**config.mk**
```make
export PLATFORM = sky130hd
export DESIGN_NAME = imd_portal
export DESIGN_NICKNAME = d
export VERILOG_FILES = /design/src/shared/imd_pkg.sv /design/src/hw/imd_portal.sv
export SDC_FILE = /design/constraint.sdc
export NUM_CORES = 1
export LEC_CHECK = 0
export ABC_AREA = 1
export BUFFER_PORTS_ARGS = -buffer_cell sky130_fd_sc_hd__buf_4
export CAP_MARGIN = 20
export CORE_UTILIZATION = 50
export CTS_BUF_LIST = sky130_fd_sc_hd__clkbuf_16
export CTS_CLUSTER_DIAMETER = 100
export DETAILED_ROUTE_END_ITERATION = 12
export MAX_ROUTING_LAYER = met4
export PLACE_DENSITY = 0.78
export SLEW_MARGIN = 30
export SYNTH_ARGS = -nofsm -noshare
export SYNTH_HDL_FRONTEND = slang
export SYNTH_SLANG_ARGS = --single-unit
```
**constraint.sdc**
```tcl
create_clock -name ref_clk -period 1.6 [get_ports ref_clk]
set_clock_uncertainty 0.15 [all_clocks]
set_input_delay 0.08 -clock ref_clk [delete_from_list [all_inputs] [get_ports ref_clk]]
set_output_delay 0.08 -clock ref_clk [all_outputs]
set_load 0.01 [all_outputs]
```
**src/shared/imd_pkg.sv**
```systemverilog
// shared constants and carrier types for the indirect management register portal
package imd_pkg;
  // =========================================
  // widths
  localparam int DEV_W = 5;
  localparam int DATA_W = 16;
  // =========================================
  // implemented locations
  localparam logic [4:0] DEV_LED = 5'h02;
  localparam logic [15:0] REG_LED = 16'h0000;
  localparam logic [4:0] DEV_EEE = 5'h07;
  localparam logic [15:0] REG_EEE = 16'h003c;
  // =========================================
  // field positions
  localparam int FN_MSB = 15;
  localparam int FN_LSB = 14;
  localparam int LED_MODE_BIT = 4;
  localparam int EEE_1000_BIT = 2;
  localparam int EEE_100_BIT = 1;
  // =========================================
  // reset values, the fixed led low nibble and the address step
  localparam logic LED_MODE_RST = 1'b0;
  localparam logic EEE_1000_RST = 1'b1;
  localparam logic EEE_100_RST = 1'b1;
  localparam logic [3:0] LED_LOW_RO = 4'h1;
  localparam logic [4:0] DEV_RST = 5'h00;
  localparam logic [15:0] ADDR_RST = 16'h0000;
  localparam logic [15:0] DATA_ZERO = 16'h0000;
  localparam logic [15:0] ADDR_STEP = 16'h0001;

  // setup portal function field
  typedef enum logic [1:0] {
    IMD_FN_ADDR,
    IMD_FN_DATA,
    IMD_FN_INC_RW,
    IMD_FN_INC_WR
  } imd_func_t;

  // one portal access per cycle
  typedef struct packed {
    logic wr;
    logic rd;
    logic sel_data;
    logic [15:0] wdata;
  } imd_req_t;

  // settings that steer the port
  typedef struct packed {
    logic led_single;
    logic eee_1000;
    logic eee_100;
  } imd_cfg_t;
endpackage

```
**src/hw/imd_portal.sv**
```systemverilog
// indirect management register portal with led mode and eee advertisement registers
`timescale 1ns/1ps

// How it works
// - setup portal device field names any of 32 device addresses
// - each device has a 16-bit register address, 16-bit wide locations
// - only device 2 register 00h and device 7 register 3Ch exist
// - all traffic goes through the setup portal and the data portal
// - in address function a data portal write loads the register address
// - function data without increment makes data accesses reach contents
// - in data function a data portal write stores into the selected register
// - read/write increment advances the register address after each data access; write increment only after data writes
// - in data function a data portal read returns the selected contents
// - led mode register sits at device 02h register 00h, 16 bits
// - led bit 4 writable, resets 0, 1 means single led; 15:5 zero
// - eee advertisement register sits at device 07h register 3Ch, 16 bits
// - eee bit 2 writable, resets 1, advertises 1000 Mbps capability
// - eee bit 1 writable, resets 1, 100 Mbps; other bits read zero
module imd_portal (
  input wire logic ref_clk,
  input wire logic sys_rst,
  input wire logic clk_en,
  input wire imd_pkg::imd_req_t req,
  output logic [15:0] rd_data,
  output logic rd_valid,
  output imd_pkg::imd_cfg_t cfg
);

  // =========================================
  // helpers
  function automatic logic hit_led(input logic [4:0] dev, input logic [15:0] addr);
    hit_led = (dev == imd_pkg::DEV_LED) && (addr == imd_pkg::REG_LED);
  endfunction

  function automatic logic hit_eee(input logic [4:0] dev, input logic [15:0] addr);
    hit_eee = (dev == imd_pkg::DEV_EEE) && (addr == imd_pkg::REG_EEE);
  endfunction

  // wraps at the top of the space, so a burst past the last location restarts at zero
  function automatic logic [15:0] step_addr(input logic [15:0] addr);
    step_addr = 16'(addr + imd_pkg::ADDR_STEP);
  endfunction

  // =========================================
  // state
  imd_pkg::imd_func_t func_r, func_nxt;
  logic [4:0] dev_r, dev_nxt;
  logic [15:0] addr_r, addr_nxt;
  logic led_r, led_nxt;
  logic eee1000_r, eee1000_nxt;
  logic eee100_r, eee100_nxt;
  logic [15:0] rd_data_r, rd_data_nxt;
  logic rd_valid_r, rd_valid_nxt;
  logic data_acc;
  logic led_hit;
  logic eee_hit;
  logic [15:0] led_word;
  logic [15:0] eee_word;
  logic [15:0] setup_word;

  // register images as software sees them
  always_comb begin
    led_word = {11'h000, led_r, imd_pkg::LED_LOW_RO};
    eee_word = {13'h0000, eee1000_r, eee100_r, 1'b0};
    setup_word = {func_r, 9'h000, dev_r};
    led_hit = hit_led(dev_r, addr_r);
    eee_hit = hit_eee(dev_r, addr_r);
    data_acc = req.sel_data && (func_r != imd_pkg::IMD_FN_ADDR);
  end

  // portal decode: a write wins over a read issued in the same cycle
  always_comb begin
    func_nxt = func_r;
    dev_nxt = dev_r;
    addr_nxt = addr_r;
    led_nxt = led_r;
    eee1000_nxt = eee1000_r;
    eee100_nxt = eee100_r;
    rd_data_nxt = rd_data_r;
    rd_valid_nxt = 1'b0;
    if (req.wr && !req.sel_data) begin
      // setup portal: function and device, middle bits ignored
      func_nxt = imd_pkg::imd_func_t'(req.wdata[imd_pkg::FN_MSB:imd_pkg::FN_LSB]);
      dev_nxt = req.wdata[imd_pkg::DEV_W-1:0];
    end else if (req.wr && !data_acc) begin
      addr_nxt = req.wdata;
    end else if (req.wr) begin
      // only the writable bits take; reserved bits and empty locations drop it
      if (led_hit) begin
        led_nxt = req.wdata[imd_pkg::LED_MODE_BIT];
      end else if (eee_hit) begin
        eee1000_nxt = req.wdata[imd_pkg::EEE_1000_BIT];
        eee100_nxt = req.wdata[imd_pkg::EEE_100_BIT];
      end
      if (func_r == imd_pkg::IMD_FN_INC_RW || func_r == imd_pkg::IMD_FN_INC_WR) begin
        addr_nxt = step_addr(addr_r);
      end
    end else if (req.rd) begin
      rd_valid_nxt = 1'b1;
      if (!req.sel_data) begin
        rd_data_nxt = setup_word;
      end else if (!data_acc) begin
        rd_data_nxt = addr_r;
      end else begin
        if (led_hit) begin
          rd_data_nxt = led_word;
        end else if (eee_hit) begin
          rd_data_nxt = eee_word;
        end else begin
          rd_data_nxt = imd_pkg::DATA_ZERO;
        end
        // increment on reads only in the read/write auto-increment mode
        if (func_r == imd_pkg::IMD_FN_INC_RW) begin
          addr_nxt = step_addr(addr_r);
        end
      end
    end
  end

  // registers; clock enable low freezes everything
  always_ff @(posedge ref_clk or posedge sys_rst) begin
    if (sys_rst) begin
      func_r <= imd_pkg::IMD_FN_ADDR;
      dev_r <= imd_pkg::DEV_RST;
      addr_r <= imd_pkg::ADDR_RST;
      led_r <= imd_pkg::LED_MODE_RST;
      eee1000_r <= imd_pkg::EEE_1000_RST;
      eee100_r <= imd_pkg::EEE_100_RST;
      rd_data_r <= imd_pkg::DATA_ZERO;
      rd_valid_r <= 1'b0;
    end else if (clk_en) begin
      func_r <= func_nxt;
      dev_r <= dev_nxt;
      addr_r <= addr_nxt;
      led_r <= led_nxt;
      eee1000_r <= eee1000_nxt;
      eee100_r <= eee100_nxt;
      rd_data_r <= rd_data_nxt;
      rd_valid_r <= rd_valid_nxt;
    end
  end

  // outputs straight from flops
  assign rd_data = rd_data_r;
  assign rd_valid = rd_valid_r;
  assign cfg = '{led_single: led_r, eee_1000: eee1000_r, eee_100: eee100_r};
endmodule // imd_portal

```
[Word level (Yosys, flattened, before mapping)]
Cells that the tools add are included.
Cells by class
  add/subtract/negate cells: 1
  eq/ne operators: 6
  multiplexer cells: 15
  bitwise operators: 4
  reduce and logical (&&, ||, !) cells: 19
Operator list (count)
  16-bit two-way mux: 9
  16-bit by 1-bit adder with 16-bit output (second input constant): 1
  16-bit by 6-bit == test with 1-bit output (second input constant): 1
  16-bit logical NOT: 1
  3-bit nonzero test: 4
  5-bit AND reduction: 2
  7-bit AND reduction: 1
  6-bit AND reduction: 1
  5-bit by 2-bit == test with 1-bit output (second input constant): 1
  5-bit by 3-bit == test with 1-bit output (second input constant): 1
  1-bit logical AND: 5
  5-bit two-way mux: 1
  2-bit == test (second input constant): 2
  1-bit two-way mux: 4
  1-bit inverter: 4
  3-bit two-way mux: 1
  3-bit by 1-bit != test with 1-bit output (second input constant): 1
  1-bit logical NOT: 2
  2-bit AND reduction: 1
  2-bit nonzero test: 1
  1-bit logical OR: 1
Word-level totals
  register bits after elaboration: 43
  input port bits: 22
  output and inout bits: 20
  logic and storage cells: 53

[Depth between registers and ports, before layout]
Gate-level depths: netlist (run 1).
  word-level depth: 7
  depth in mapped cells: 10
  depth with buffers taken out: 10

[Worst setup path after synthesis (run 1)]
Ideal clock, no wire load.
  path type: flip-flop to flip-flop
  from: register addr_r[0]
  to: register addr_r[12]
  setup time: 0.126 ns
  arrival: 1.173 ns
  setup slack: 0.151 ns
  stages on the path, launching flop included: 9
  cells stage by stage: dfrtp_1 -> ha_1 -> inv_1 -> nor2_1 -> nand3_1 -> nand2_1 -> nand2_1 -> nor2_1 -> o22ai_1
Between the ends
  longest elaborated chain between the ends: 7
  elaborated cells between the ends (all ways): 8
  those cells by class: add/sub (1); mux (7)
RTL lines
  start, declared: line imd_portal.sv:48  | logic [15:0] addr_r, addr_nxt;
  start signal, assigned: line imd_portal.sv:125  | addr_r <= imd_pkg::ADDR_RST;
  start signal, assigned: line imd_portal.sv:134  | addr_r <= addr_nxt;
  16-bit by 1-bit adder with 16-bit output (*): line imd_portal.sv:41  | step_addr = 16'(addr + imd_pkg::ADDR_STEP);
  16-bit two-way mux: line imd_portal.sv:113  | if (func_r == imd_pkg::IMD_FN_INC_RW) begin
  16-bit two-way mux: line imd_portal.sv:102  | end else if (!data_acc) begin
  16-bit two-way mux: line imd_portal.sv:100  | if (!req.sel_data) begin
  16-bit two-way mux: line imd_portal.sv:98  | end else if (req.rd) begin
  16-bit two-way mux (*): line imd_portal.sv:87  | end else if (req.wr) begin
  16-bit two-way mux (*): line imd_portal.sv:85  | end else if (req.wr && !data_acc) begin
Every way passes the cells marked *; elsewhere a longest branch is shown, timed or not. The select of a mux whose other input is x is not followed.
A chain may end at the register's enable or synchronous reset.

[Final worst setup path (run 1)]
  from: register func_r[1]
  to: register addr_r[11]
Between the ends
  longest elaborated chain between the ends: 6
  elaborated cells between the ends (all ways): 14
  those cells by class: eq/ne (3); mux (1); reduce/logical (10)
RTL lines
  start, declared: line imd_portal.sv:46  | imd_pkg::imd_func_t func_r, func_nxt;
  start signal, assigned: line imd_portal.sv:123  | func_r <= imd_pkg::IMD_FN_ADDR;
  start signal, assigned: line imd_portal.sv:132  | func_r <= func_nxt;
  2-bit nonzero test: line imd_portal.sv:68  | data_acc = req.sel_data && (func_r != imd_pkg::IMD_FN_ADDR);
  1-bit logical AND: line imd_portal.sv:68
  1-bit logical NOT
  1-bit logical AND: line imd_portal.sv:85
  3-bit by 1-bit != test with 1-bit output (no line) or 3-bit nonzero test (tied branches)
  7-bit AND reduction (no line)
Parallel ways exist; a longest one is shown, timed or not.

==> results of run 1 <==
per-stage QoR:
stage                     hold slack (ns)  cell area, um^2  util (%)  power [W]  setup slack (ns)
final                             0.00651             3570      74.1    0.00458           -0.0509
after global routing               0.0199             3570      74.1    0.00482            -0.116
after CTS                          0.0117             3370      70.0    0.00436          0.000965
after detailed placement           0.0209             3060      63.6    0.00327           -0.0560
after global placement             0.0172             3060      63.6    0.00322           -0.0263
after floorplan                    0.0264             2560         -    0.00257             0.151
worst min-delay path: stages:
cell      delay [ns]
buf_4           0.07
o21ai_0         0.06
o21bai_1        0.15
nand2_1         0.05
sequential cells by signal, indices dropped and copies added (netlist names):
name,count
rd_valid,1
eee1000_r,1
dev_r,5
led_r,1
eee100_r,1
addr_r,16
func_r,2
rd_data,16
placed cells by master, fill, tap and decap left out, types with 2 or more instances in the layout:
cell type      synthesis  routed
o21bai_1               4       4
nor3_1                 3       2
buf_12                 0       2
dlygate4sd3_1          0      15
a21oi_1               18      15
o211ai_1               4       4
a21oi_2                2       5
nand4_1               12      12
a31oi_1                2       2
clkinvlp_4             0       2
nor3_2                 2       3
o21ai_2                5       5
dfrtp_2                0       4
o22ai_1                5       5
nand3_2                1       2
nor2_2                 2       5
nand3_1               33      32
dfrtp_1               41      37
nor2_4                 3       5
or2_2                  4       4
dfstp_2                2       2
inv_2                  3       5
o21ai_0               18      14
inv_1                 38      35
nand2_1               82      82
buf_4                  6      79
nor2_1                32      27
o21ai_1                6      10
clkinv_4               0       2
clkbuf_16              0       5
synthesized netlist by cell type:
| cell | instances | area (um^2) |
|---|---|---|
| o21ai_0 | 18 | 90.1 |
| buf_6 | 4 | 45.0 |
| or2_2 | 4 | 25.0 |
| buf_4 | 6 | 45.0 |
| nor3_1 | 3 | 15.0 |
| nand3_2 | 1 | 10.0 |
| nand2_4 | 1 | 11.3 |
| o21bai_1 | 4 | 30.0 |
| o211ai_1 | 4 | 30.0 |
| nand2_2 | 1 | 6.26 |
| dfrtp_1 | 41 | 1030 |
| a21oi_2 | 2 | 17.5 |
| nor2_1 | 32 | 120 |
| nor3_2 | 2 | 20.0 |
| ha_1 | 2 | 25.0 |
| nor2_4 | 3 | 33.8 |
| a31oi_1 | 2 | 12.5 |
| nand2_1 | 82 | 308 |
| mux2_2 | 1 | 11.3 |
| xor2_1 | 1 | 8.76 |
| a21oi_1 | 18 | 90.1 |
| nor2_2 | 2 | 12.5 |
| nand4_1 | 12 | 75.1 |
| o21ai_1 | 6 | 30.0 |
| nand3_1 | 33 | 165 |
| inv_1 | 38 | 143 |
| inv_2 | 3 | 11.3 |
| o21ai_2 | 5 | 43.8 |
| buf_2 | 4 | 20.0 |
| dfstp_2 | 2 | 52.6 |
| o22ai_1 | 5 | 31.3 |
routing by layer:
metal | share of wire, % | vias to the layer above | wire length, um
li1 | - | 1307 | -
met1 | 43 | 1284 | 3160
met2 | 46 | 141 | 3400
met3 | 8.3 | 25 | 613
met4 | 2.6 | 0 | 193
met5 | 0 | - | 0
cell type report:
type	count	share of cell area [%]
Inverter	41	4.42
Tap cell	67	2.35
Timing Repair Buffer	98	22.5
Clock buffer	5	3.51
Sequential cell	43	30.4
Multi-Input combinational cell	244	36.2
Clock inverter	3	0.702
repair_timing:
action	CTS	global route
setup buffers	0	15
endpoints found under the setup margin	6	25
hold buffers	15	0
pin swaps	2	11
gates cloned	0	0
endpoints found under the hold margin	65	0
resized for setup	3	26
worst paths after layout:
kind | start | end | slack [ns] | cells after the start
min | req[10] | addr_r[10] | 0.007 | 4
max reg2reg | func_r[1] | addr_r[11] | -0.05 | 8
max in group asynchronous | sys_rst | eee1000_r | 0.77 | 4
min reg2reg | eee1000_r | eee1000_r | 0.32 | 2
max | func_r[1] | addr_r[11] | -0.05 | 8
min in group asynchronous | sys_rst | rd_data[9] | 0.26 | 4
cells by family after synthesis:
logic type	Yosys count
xor gates and xnor gates	1
muxes	1
buffers and inverters	55
adders and majority gates	2
and+or+nand+nor	176
AOI/OAI and AO/OA	64
DFF	43
power by group through the flow:
stage / Sequential [W] / Combinational (W) / Clock (W)
5_1_grt: 0.00172 / 0.00203 / 0.00107
3_5_place_dp: 0.00168 / 0.00159 / 0
6_report: 0.00169 / 0.00186 / 0.00103
4_1_cts: 0.00167 / 0.00166 / 0.00103
2_1_floorplan: 0.00162 / 0.000949 / 0
3_3_place_gp: 0.00167 / 0.00155 / 0
==> summary.md, run 1 <==
| Metric | Value |
|---|---|
| I/O pin count | 42 |
| Failing checks | setup timing |
| Max-cap violations | 0 |
| Peak supply drop | between 0.0006 and 0.0007 V |
| Slowest stage delay, CP | roughly 0.44 ns |
| Routed WL | approximately 7.4 mm |
| Per-cell routed wire length | about 15 um |
| Minimum clock period | 1.65 ns |
| CP bufs+invs | 4 |
| Clock Power Share | 22.4% |
| Switch Pwr | 0.00182 W |
| CTS tree | yes |
| Final Hold Fails | 0 |
| CP dominant cell by count | buf_4 |
| Register area share after synthesis | 42.0% |
| Total CTS buffers | 5 |
| Synth Register Bits | between 40 and 50 |
| Setup_tns | -0.100 ns |
| Initial DRC count | between 200 and 300 |
| Layout area overhead | 39.1% |
| Initial antenna violation count | 0 |
| Largest net degree at the start of global routing | 44 |
| PortBufs | 41 |
| Crit path max-delay family | buffers and inverters |
| TritonRoute pass-1 iters | 5 |
| All-Layer GR Usage | between 20 and 30% |
| HP Class | in2reg |
| Routed via count | 2757 |
| LEAKAGE | 1.72 nW |
| Crit path kind | reg2reg |
| Cell Area, Synth | ~2600 um^2 |
| Max Freq | ~0.61 GHz |
| Vias in the first global route | approximately 2400 |
| Die area | around 5400 um^2 |
| H-tree level count | 2 |
| RSZ-0062 raised after global routing | yes |
| Compound-Gate Fraction of Synth Area | ~15% |
| Row count | 25 |
| Crit-path cells | a21oi_1, nor2_4, buf_12, buf_4, buf_4, buf_4, nand3_1, nand2_1 |
| Global-route wire length before repair | 11.2 mm |
| Routed vias/inst | about 5.5 |
| Switching share of power | about two fifths |
| Routability cong. | 1.00 |
| Pwr dens | 1280 nW/um^2 |
| Remaining Overflow, GRT | 0 |
| Syn Area/Cell | 7.50 um^2 |
| Multiplexer share of the synthesized area | less than 1% |
| Die Width | 73.6 um |
| Max FO, Critical Path | 6 |
| Simple-gate share of the synthesized area | between 30 and 40% |
| Worst-skew pair later-pin latency | just under 0.3 ns |
| GR Util met2 | between 40 and 50% |
| GRT busiest layer | met2 |
| Status | finished with violations |
| Area taken by flip-flops and latches | roughly 1100 um^2 |
| Register share of total power | 36.9% |
| WP data required | approximately 1.6 ns |
| Synth Area in Adders | 0.976% |
| Share of cells above drive strength 1 | 31.6% |
| Synth Net Count | ~370 |
| Number of fill cells | just under 400 |
| GR Layer Usage met3 | under 10% |
| Layout Cells excl Fill | around 500 |
| Initial core utilization | between 50 and 60% |
| Count of final max-slew check failures | 0 |
| Largest family of logic cells by synthesized area | simple AND/OR/NAND/NOR gates |
| Slowest stage cell, crit path | dfrtp_1 |
| ANT nets after route | 0 |
| Count of cell types in the netlist | 31 |
| Fin worst setup slack | -0.0509 ns |
| Area of the multi-input gates | 1290 um^2 |
| Final nets | roughly 460 |
| Worst Path Arrival | 1.69 ns |
| Max_slew headroom | roughly four fifths |
| Setup Viol. Count Final | 5 |
| DR DRC count | 0 |
| Worst Tran Pin Value | 0.279 ns |
| Synthesized netlist cell count | 342 |
| Core Area | roughly 4800 um^2 |
| Ys Warns | 0 |
| Worst setup EP type | flip-flop |
| Final worst-path cycle share | 103% |
| Logic gate share of total power | roughly two fifths |
| Detailed Place HPWL | approximately 5 mm |
| Ant. Diodes | 0 |
| CTS root buffer | clkbuf_16 |
| GRT met1 Usage | just under 40% |
| Critical path launch point type | flip-flop |
| Clock Tree Buf Depth | 2 |
| Pint | 0.00276 W |
| Num Clock Sinks | 43 |
| Die H | approximately 74 um |
| Clk pin slew, worst setup/hold paths | around 0.07 ns |
| Xor/xnor cell area share of the yosys netlist | less than 1% |
| Placed Instances | 463 |
Power figures use the tool's default switching activity.
==> run 2: changes to the inputs <==
Clock period 1.6 ns to 1.7 ns, I/O delays scaled along.
==> run 2 against run 1 <==
Non-clock buffer count down 27; first-iteration DRC count down 12%; wire length down 7.9%; clock-buffer cell count unchanged; design area down 7.5%; final cell count down 5.4%; largest cell class unchanged; the run ends with hold timing left; core utilization down 5.6 points.
==> summary.md, run 2 (synthesis gave the netlist of run 1 again) <==
| Metric | Value |
|---|---|
| Number of fill cells | 420 |
| Failing checks | hold timing |
| DR DRC count | 0 |
| Initial DRC count | roughly 220 |
| Pwr dens | about 1200 nW/um^2 |
| LEAKAGE | roughly 1.6 nW |
| Commonest non-fill, non-tap cell in the layout | nand2_1 |
| Flop-to-flop setup slack | 0.10 ns |
| Max FO, Critical Path | 13 |
| PortBufs | 41 |
| H-tree level count | 2 |
| Min Hold Slack | -0.00366 ns |
| Status | finished with violations |
| Hold path depth | 4 |
| Detailed Place HPWL | between 4 and 5 mm |
| Setup_tns | 0 ns |
| Die H | about 74 um |
| ANT nets after route | 0 |
| Final Hold Fails | 1 |
| Critical path launch point type | flip-flop |
| Minimum clock period | between 1.5 and 2 ns |
| Max-cap violations | 0 |
| Peak supply drop | 0.000653 V |
| I/O pin count | 42 |
| Final worst-path cycle share | between 90% and 100% |
| Die Width | roughly 74 um |
| Routability cong. | 0.978 |
| Area taken by flip-flops and latches | between 1000 and 1500 um^2 |
| Row count | 25 |
| Routed WL | ~6.8 mm |
| Worst setup EP type | flip-flop |
| Worst-skew pair later-pin latency | a little under 0.3 ns |
| Max Freq | 0.625 GHz |
| Final nets | 430 |
| Initial antenna violation count | 0 |
| Remaining Overflow, GRT | 0 |
| Initial core utilization | between 50% and 60% |
| Clk pin slew, worst setup/hold paths | about 0.070 ns |
| Max_slew headroom | 63.3% |
| Area of the multi-input gates | 1260 um^2 |
| Core Area | 4820 um^2 |
| Critical Path Start | func_r[0] |
| Clock Tree Buf Depth | 2 |
| HP Class | in2reg |
| TritonRoute pass-1 iters | 7 |
| Routed via count | between 2000 and 3000 |
| R2r startpoint | func_r[0] |
| All-Layer GR Usage | between 20 and 30% |
| Most frequent cells in the layout | nand2_1, buf_4, inv_1, dfrtp_1, nand3_1 |
| CTS tree | yes |
| Total CTS buffers | 5 |
| Worst Tran Pin Value | 0.551 ns |
| Routed vias/inst | around 5.4 |
| Final instance area | 3300 um^2 |
| Ant. Diodes | 0 |
| Global-route wire length before repair | ~11 mm |
| Share of cells above drive strength 1 | roughly a quarter |
| Largest net degree at the start of global routing | 44 |
| Die area | ~5400 um^2 |
| Count of final max-slew check failures | 0 |
| WP data required | ~1.8 ns |
| Worst Path Arrival | around 1.7 ns |
| CTS root buffer | clkbuf_16 |
| Capturing point of the worst reg2reg path | addr_r[4] |
| Per-cell routed wire length | approximately 14 um |
| Layout area overhead | 28.6% |
| Num Clock Sinks | 43 |
| Crit path kind | reg2reg |
| End point of the critical path | addr_r[4] |
| Pwr Total | slightly above 0.004 W |
| R2R depth | 6 |
| Placed cell areas | between 2000 and 3000 um^2 |
| Setup Viol. Count Final | 0 |
| Vias in the first global route | 2374 |
==> run 2: repair_timing <==
item	CTS	global route
endpoints found under the hold margin	64	0
resized for setup	0	14
endpoints found under the setup margin	0	20
buffers inserted	0	0
hold buffers	14	0
==> run 2: worst min-delay path by stage <==
stage | to | slack, ns | start
finish | addr_r[7] | -0.004 | req[7]
detailed placement | rd_data[9] | 0.12 | sys_rst
global placement | rd_data[9] | 0.11 | sys_rst
global route | addr_r[7] | 0.03 | req[7]
CTS | addr_r[8] | 0.006 | req[8]
floorplan | rd_valid | 0.03 | clk_en
==> run 2: layout make-up <==
cell class / instances / area share, %
Timing Repair Buffer: 71 / 17.2
Inverter: 41 / 4.66
Sequential cell: 43 / 32.8
Multi-Input combinational cell: 244 / 38.2
Clock buffer: 5 / 3.79
Clock inverter: 3 / 0.758
Tap cell: 67 / 2.54
==> run 2: per-stage QoR <==
| step | setup slack, ns | utilization, % | cells |
|---|---|---|---|
| after floorplan | 0.251 | - | 342 |
| after global placement | 0.0892 | 61.6 | 452 |
| after detailed placement | 0.0706 | 61.6 | 452 |
| after CTS | 0.0641 | 67.6 | 474 |
| after global routing | -0.0123 | 68.5 | 474 |
| final | 0.101 | 68.5 | 474 |
==> run 2: report_power, final <==
group          internal (W)  switching [W]
logic              0.000599       0.000896
clock network      0.000549       0.000420
registers           0.00129       0.000296
total               0.00244        0.00161
==> run 2: worst max-delay path: stages, from the launching register on <==
cell and delay [ns]:
dfrtp_1 0.40, inv_1 0.12, a21oi_1 0.08, nor2_4 0.26, buf_4 0.25, o21ai_1 0.10, o22ai_1 0.13
==> run 2: metal layers <==
metal / GRT usage [%] / vias up / share of wire, %
li1: - / 1254 / -
met1: 38.5 / 1182 / 44
met2: 40.6 / 130 / 45
met3: 5.08 / 17 / 8.9
met4: 11.1 / 0 / 2.1
met5: - / - / 0
==> run 3: changes to the inputs <==
Settings changed: CELL_PAD_IN_SITES_DETAIL_PLACEMENT from default to 1, CELL_PAD_IN_SITES_GLOBAL_PLACEMENT from default to 1, CORE_UTILIZATION 50 to 41, PLACE_DENSITY 0.78 to 0.86.
==> run 3 against run 2 <==
The flow finishes with violations (hold timing, setup timing); total power rose by 9.5%; die area rose by 21%; sequential share of layout area fell by 1.0 points; wire length rose by 44%; clock power rose by 4%; first-iteration DRC count fell by 2.7%; sequential power rose by 3%; non-clock buffer count rose by 11; maximum frequency fell by 9.5%; global-route usage rose by 3.0 points; critical path type unchanged; critical endpoint is now addr_r[8].
==> summary.md, run 3 (synthesis gave the netlist of run 1 again) <==
| Metric | Value |
|---|---|
| Fin worst setup slack | -0.0681 ns |
| Share of cells above drive strength 1 | roughly 28% |
| Total CTS buffers | 5 |
| Clock Tree Buf Depth | 2 |
| Minimum clock period | 1.77 ns |
| Fin util | between 50% and 60% |
| Per-cell routed wire length | 19.8 um |
| Pwr dens | 1300 nW/um^2 |
| Final worst-path cycle share | 104% |
| Routed vias/inst | between 5 and 6 |
| Worst-skew pair later-pin latency | 0.30 ns |
| Initial antenna violation count | 0 |
| Critical path launch point type | flip-flop |
| Max-cap violations | 0 |
| Ant. Diodes | 0 |
| WP data required | ~1.7 ns |
| Vias in the first global route | ~2800 |
| All-Layer GR Usage | between 30% and 40% |
| LEAKAGE | between 1.5 and 2 nW |
| Worst Tran Pin Value | between 0.5 and 0.6 ns |
| Placed cell areas | approximately 3000 um^2 |
| CTS tree | yes |
| Routed WL | just under 10 mm |
| Pwr Total | 0.00444 W |
| RSZ-0062 raised after global routing | yes |
| ANT nets after route | 0 |
| Die Width | 81.1 um |
| Crit-path cells | nand2_1, nor2_2, nand2_1, o21ai_0, nand3_1, nand3_1, o21ai_0 |
| Global-route wire length before repair | between 10 and 15 mm |
| Routability cong. | roughly 0.9 |
| Clk pin slew, worst setup/hold paths | about 0.070 ns |
| HP Class | in2reg |
| Worst setup EP type | flip-flop |
| Number of fill cells | between 700 and 800 |
| CTS root buffer | clkbuf_16 |
| TritonRoute pass-1 iters | 5 |
| Setup Viol. Count Final | 3 |
| Initial DRC count | approximately 220 |
| Initial core utilization | between 40% and 50% |
| Detailed Place HPWL | roughly 6.0 mm |
| Core Area | 5990 um^2 |
| DR DRC count | 0 |
| Slowest stage delay, CP | about 0.48 ns |
| Max FO, Critical Path | 6 |
| Row count | 28 |
| Largest net degree at the start of global routing | 44 |
| Num Clock Sinks | 43 |
| Slowest stage cell, crit path | dfrtp_1 |
| Peak supply drop | slightly above 0.0007 V |
| Remaining Overflow, GRT | 0 |
| Final Hold Fails | 1 |
| Commonest non-fill, non-tap cell in the layout | nand2_1 |
| Worst Path Arrival | around 1.8 ns |
| Die area | between 6000 and 7000 um^2 |
| Final instance area | roughly 3400 um^2 |
| Most frequent cells in the layout | nand2_1, buf_4, dfrtp_1, inv_1, nand3_1 |
| Crit path kind | reg2reg |
| Routed via count | roughly 2900 |
| Max Freq | 0.566 GHz |
| Final nets | around 440 |
| I/O pin count | 42 |
| Min Hold Slack | -0.00919 ns |
| Layout area overhead | 32.8% |
| Die H | 81.1 um |
| PortBufs | 41 |
| Status | finished with violations |
| Count of final max-slew check failures | 0 |
| Max_slew headroom | between 60% and 70% |
| Setup_tns | -0.175 ns |
| Failing checks | hold timing, setup timing |
| H-tree level count | 2 |
run 3: timing repair:
action / 4_1_cts / 5_1_grt
resized for setup: 2 / 19
buffers inserted: 0 / 6
endpoints found under the setup margin: 2 / 24
endpoints found under the hold margin: 62 / 0
hold buffers: 14 / 0
pin swaps: 0 / 3
run 3: power by group:
group          switching (W)  internal, W
registers           0.000338      0.00129
logic                0.00114     0.000663
clock network       0.000459     0.000550
total                0.00193      0.00251
run 3: layer usage:
layer	up-vias	wire length (um)	GRT usage (%)
li1	1271	-	-
met1	1438	4120	39.1
met2	157	4580	47.5
met3	29	796	5.17
met4	0	263	15.9
met5	-	0	-
run 3: stage by stage:
stage,setup WS (ns),cells
after floorplan,0.251,342
after global placement,0.0763,465
after detailed placement,0.0530,465
after CTS,0.0121,487
after global routing,-0.121,493
final,-0.0681,493
run 3: layout make-up:
| cell class | instances | area, um^2 | share of cell area (%) |
|---|---|---|---|
| clock inverters | 3 | 23.8 | 0.698 |
| inverters | 41 | 156 | 4.59 |
| multi-input cells | 244 | 1270 | 37.4 |
| clock buffers | 5 | 125 | 3.67 |
| well taps | 75 | 93.8 | 2.75 |
| flip-flops and latches | 43 | 1080 | 31.8 |
| repair buffers | 82 | 651 | 19.1 |
run 3: worst max-delay path: cells and delay by family, from the launching register on:
family / cells / cell delay, ns
simple gates: 5 / 0.72
compound gates: 2 / 0.29
flops: 1 / 0.48
run 3: worst paths after layout:
check                           startpoint     endpoint  slack (ns)  depth (start not counted)
min in group asynchronous          sys_rst  rd_data[11]        0.35                          4
max in group asynchronous          sys_rst    addr_r[0]        0.62                          4
worst min register to register    eee100_r     eee100_r        0.33                          2
worst max-delay path             addr_r[4]    addr_r[8]       -0.07                          7
worst max register to register   addr_r[4]    addr_r[8]       -0.07                          7
worst min-delay path                req[7]    addr_r[7]      -0.009                          4
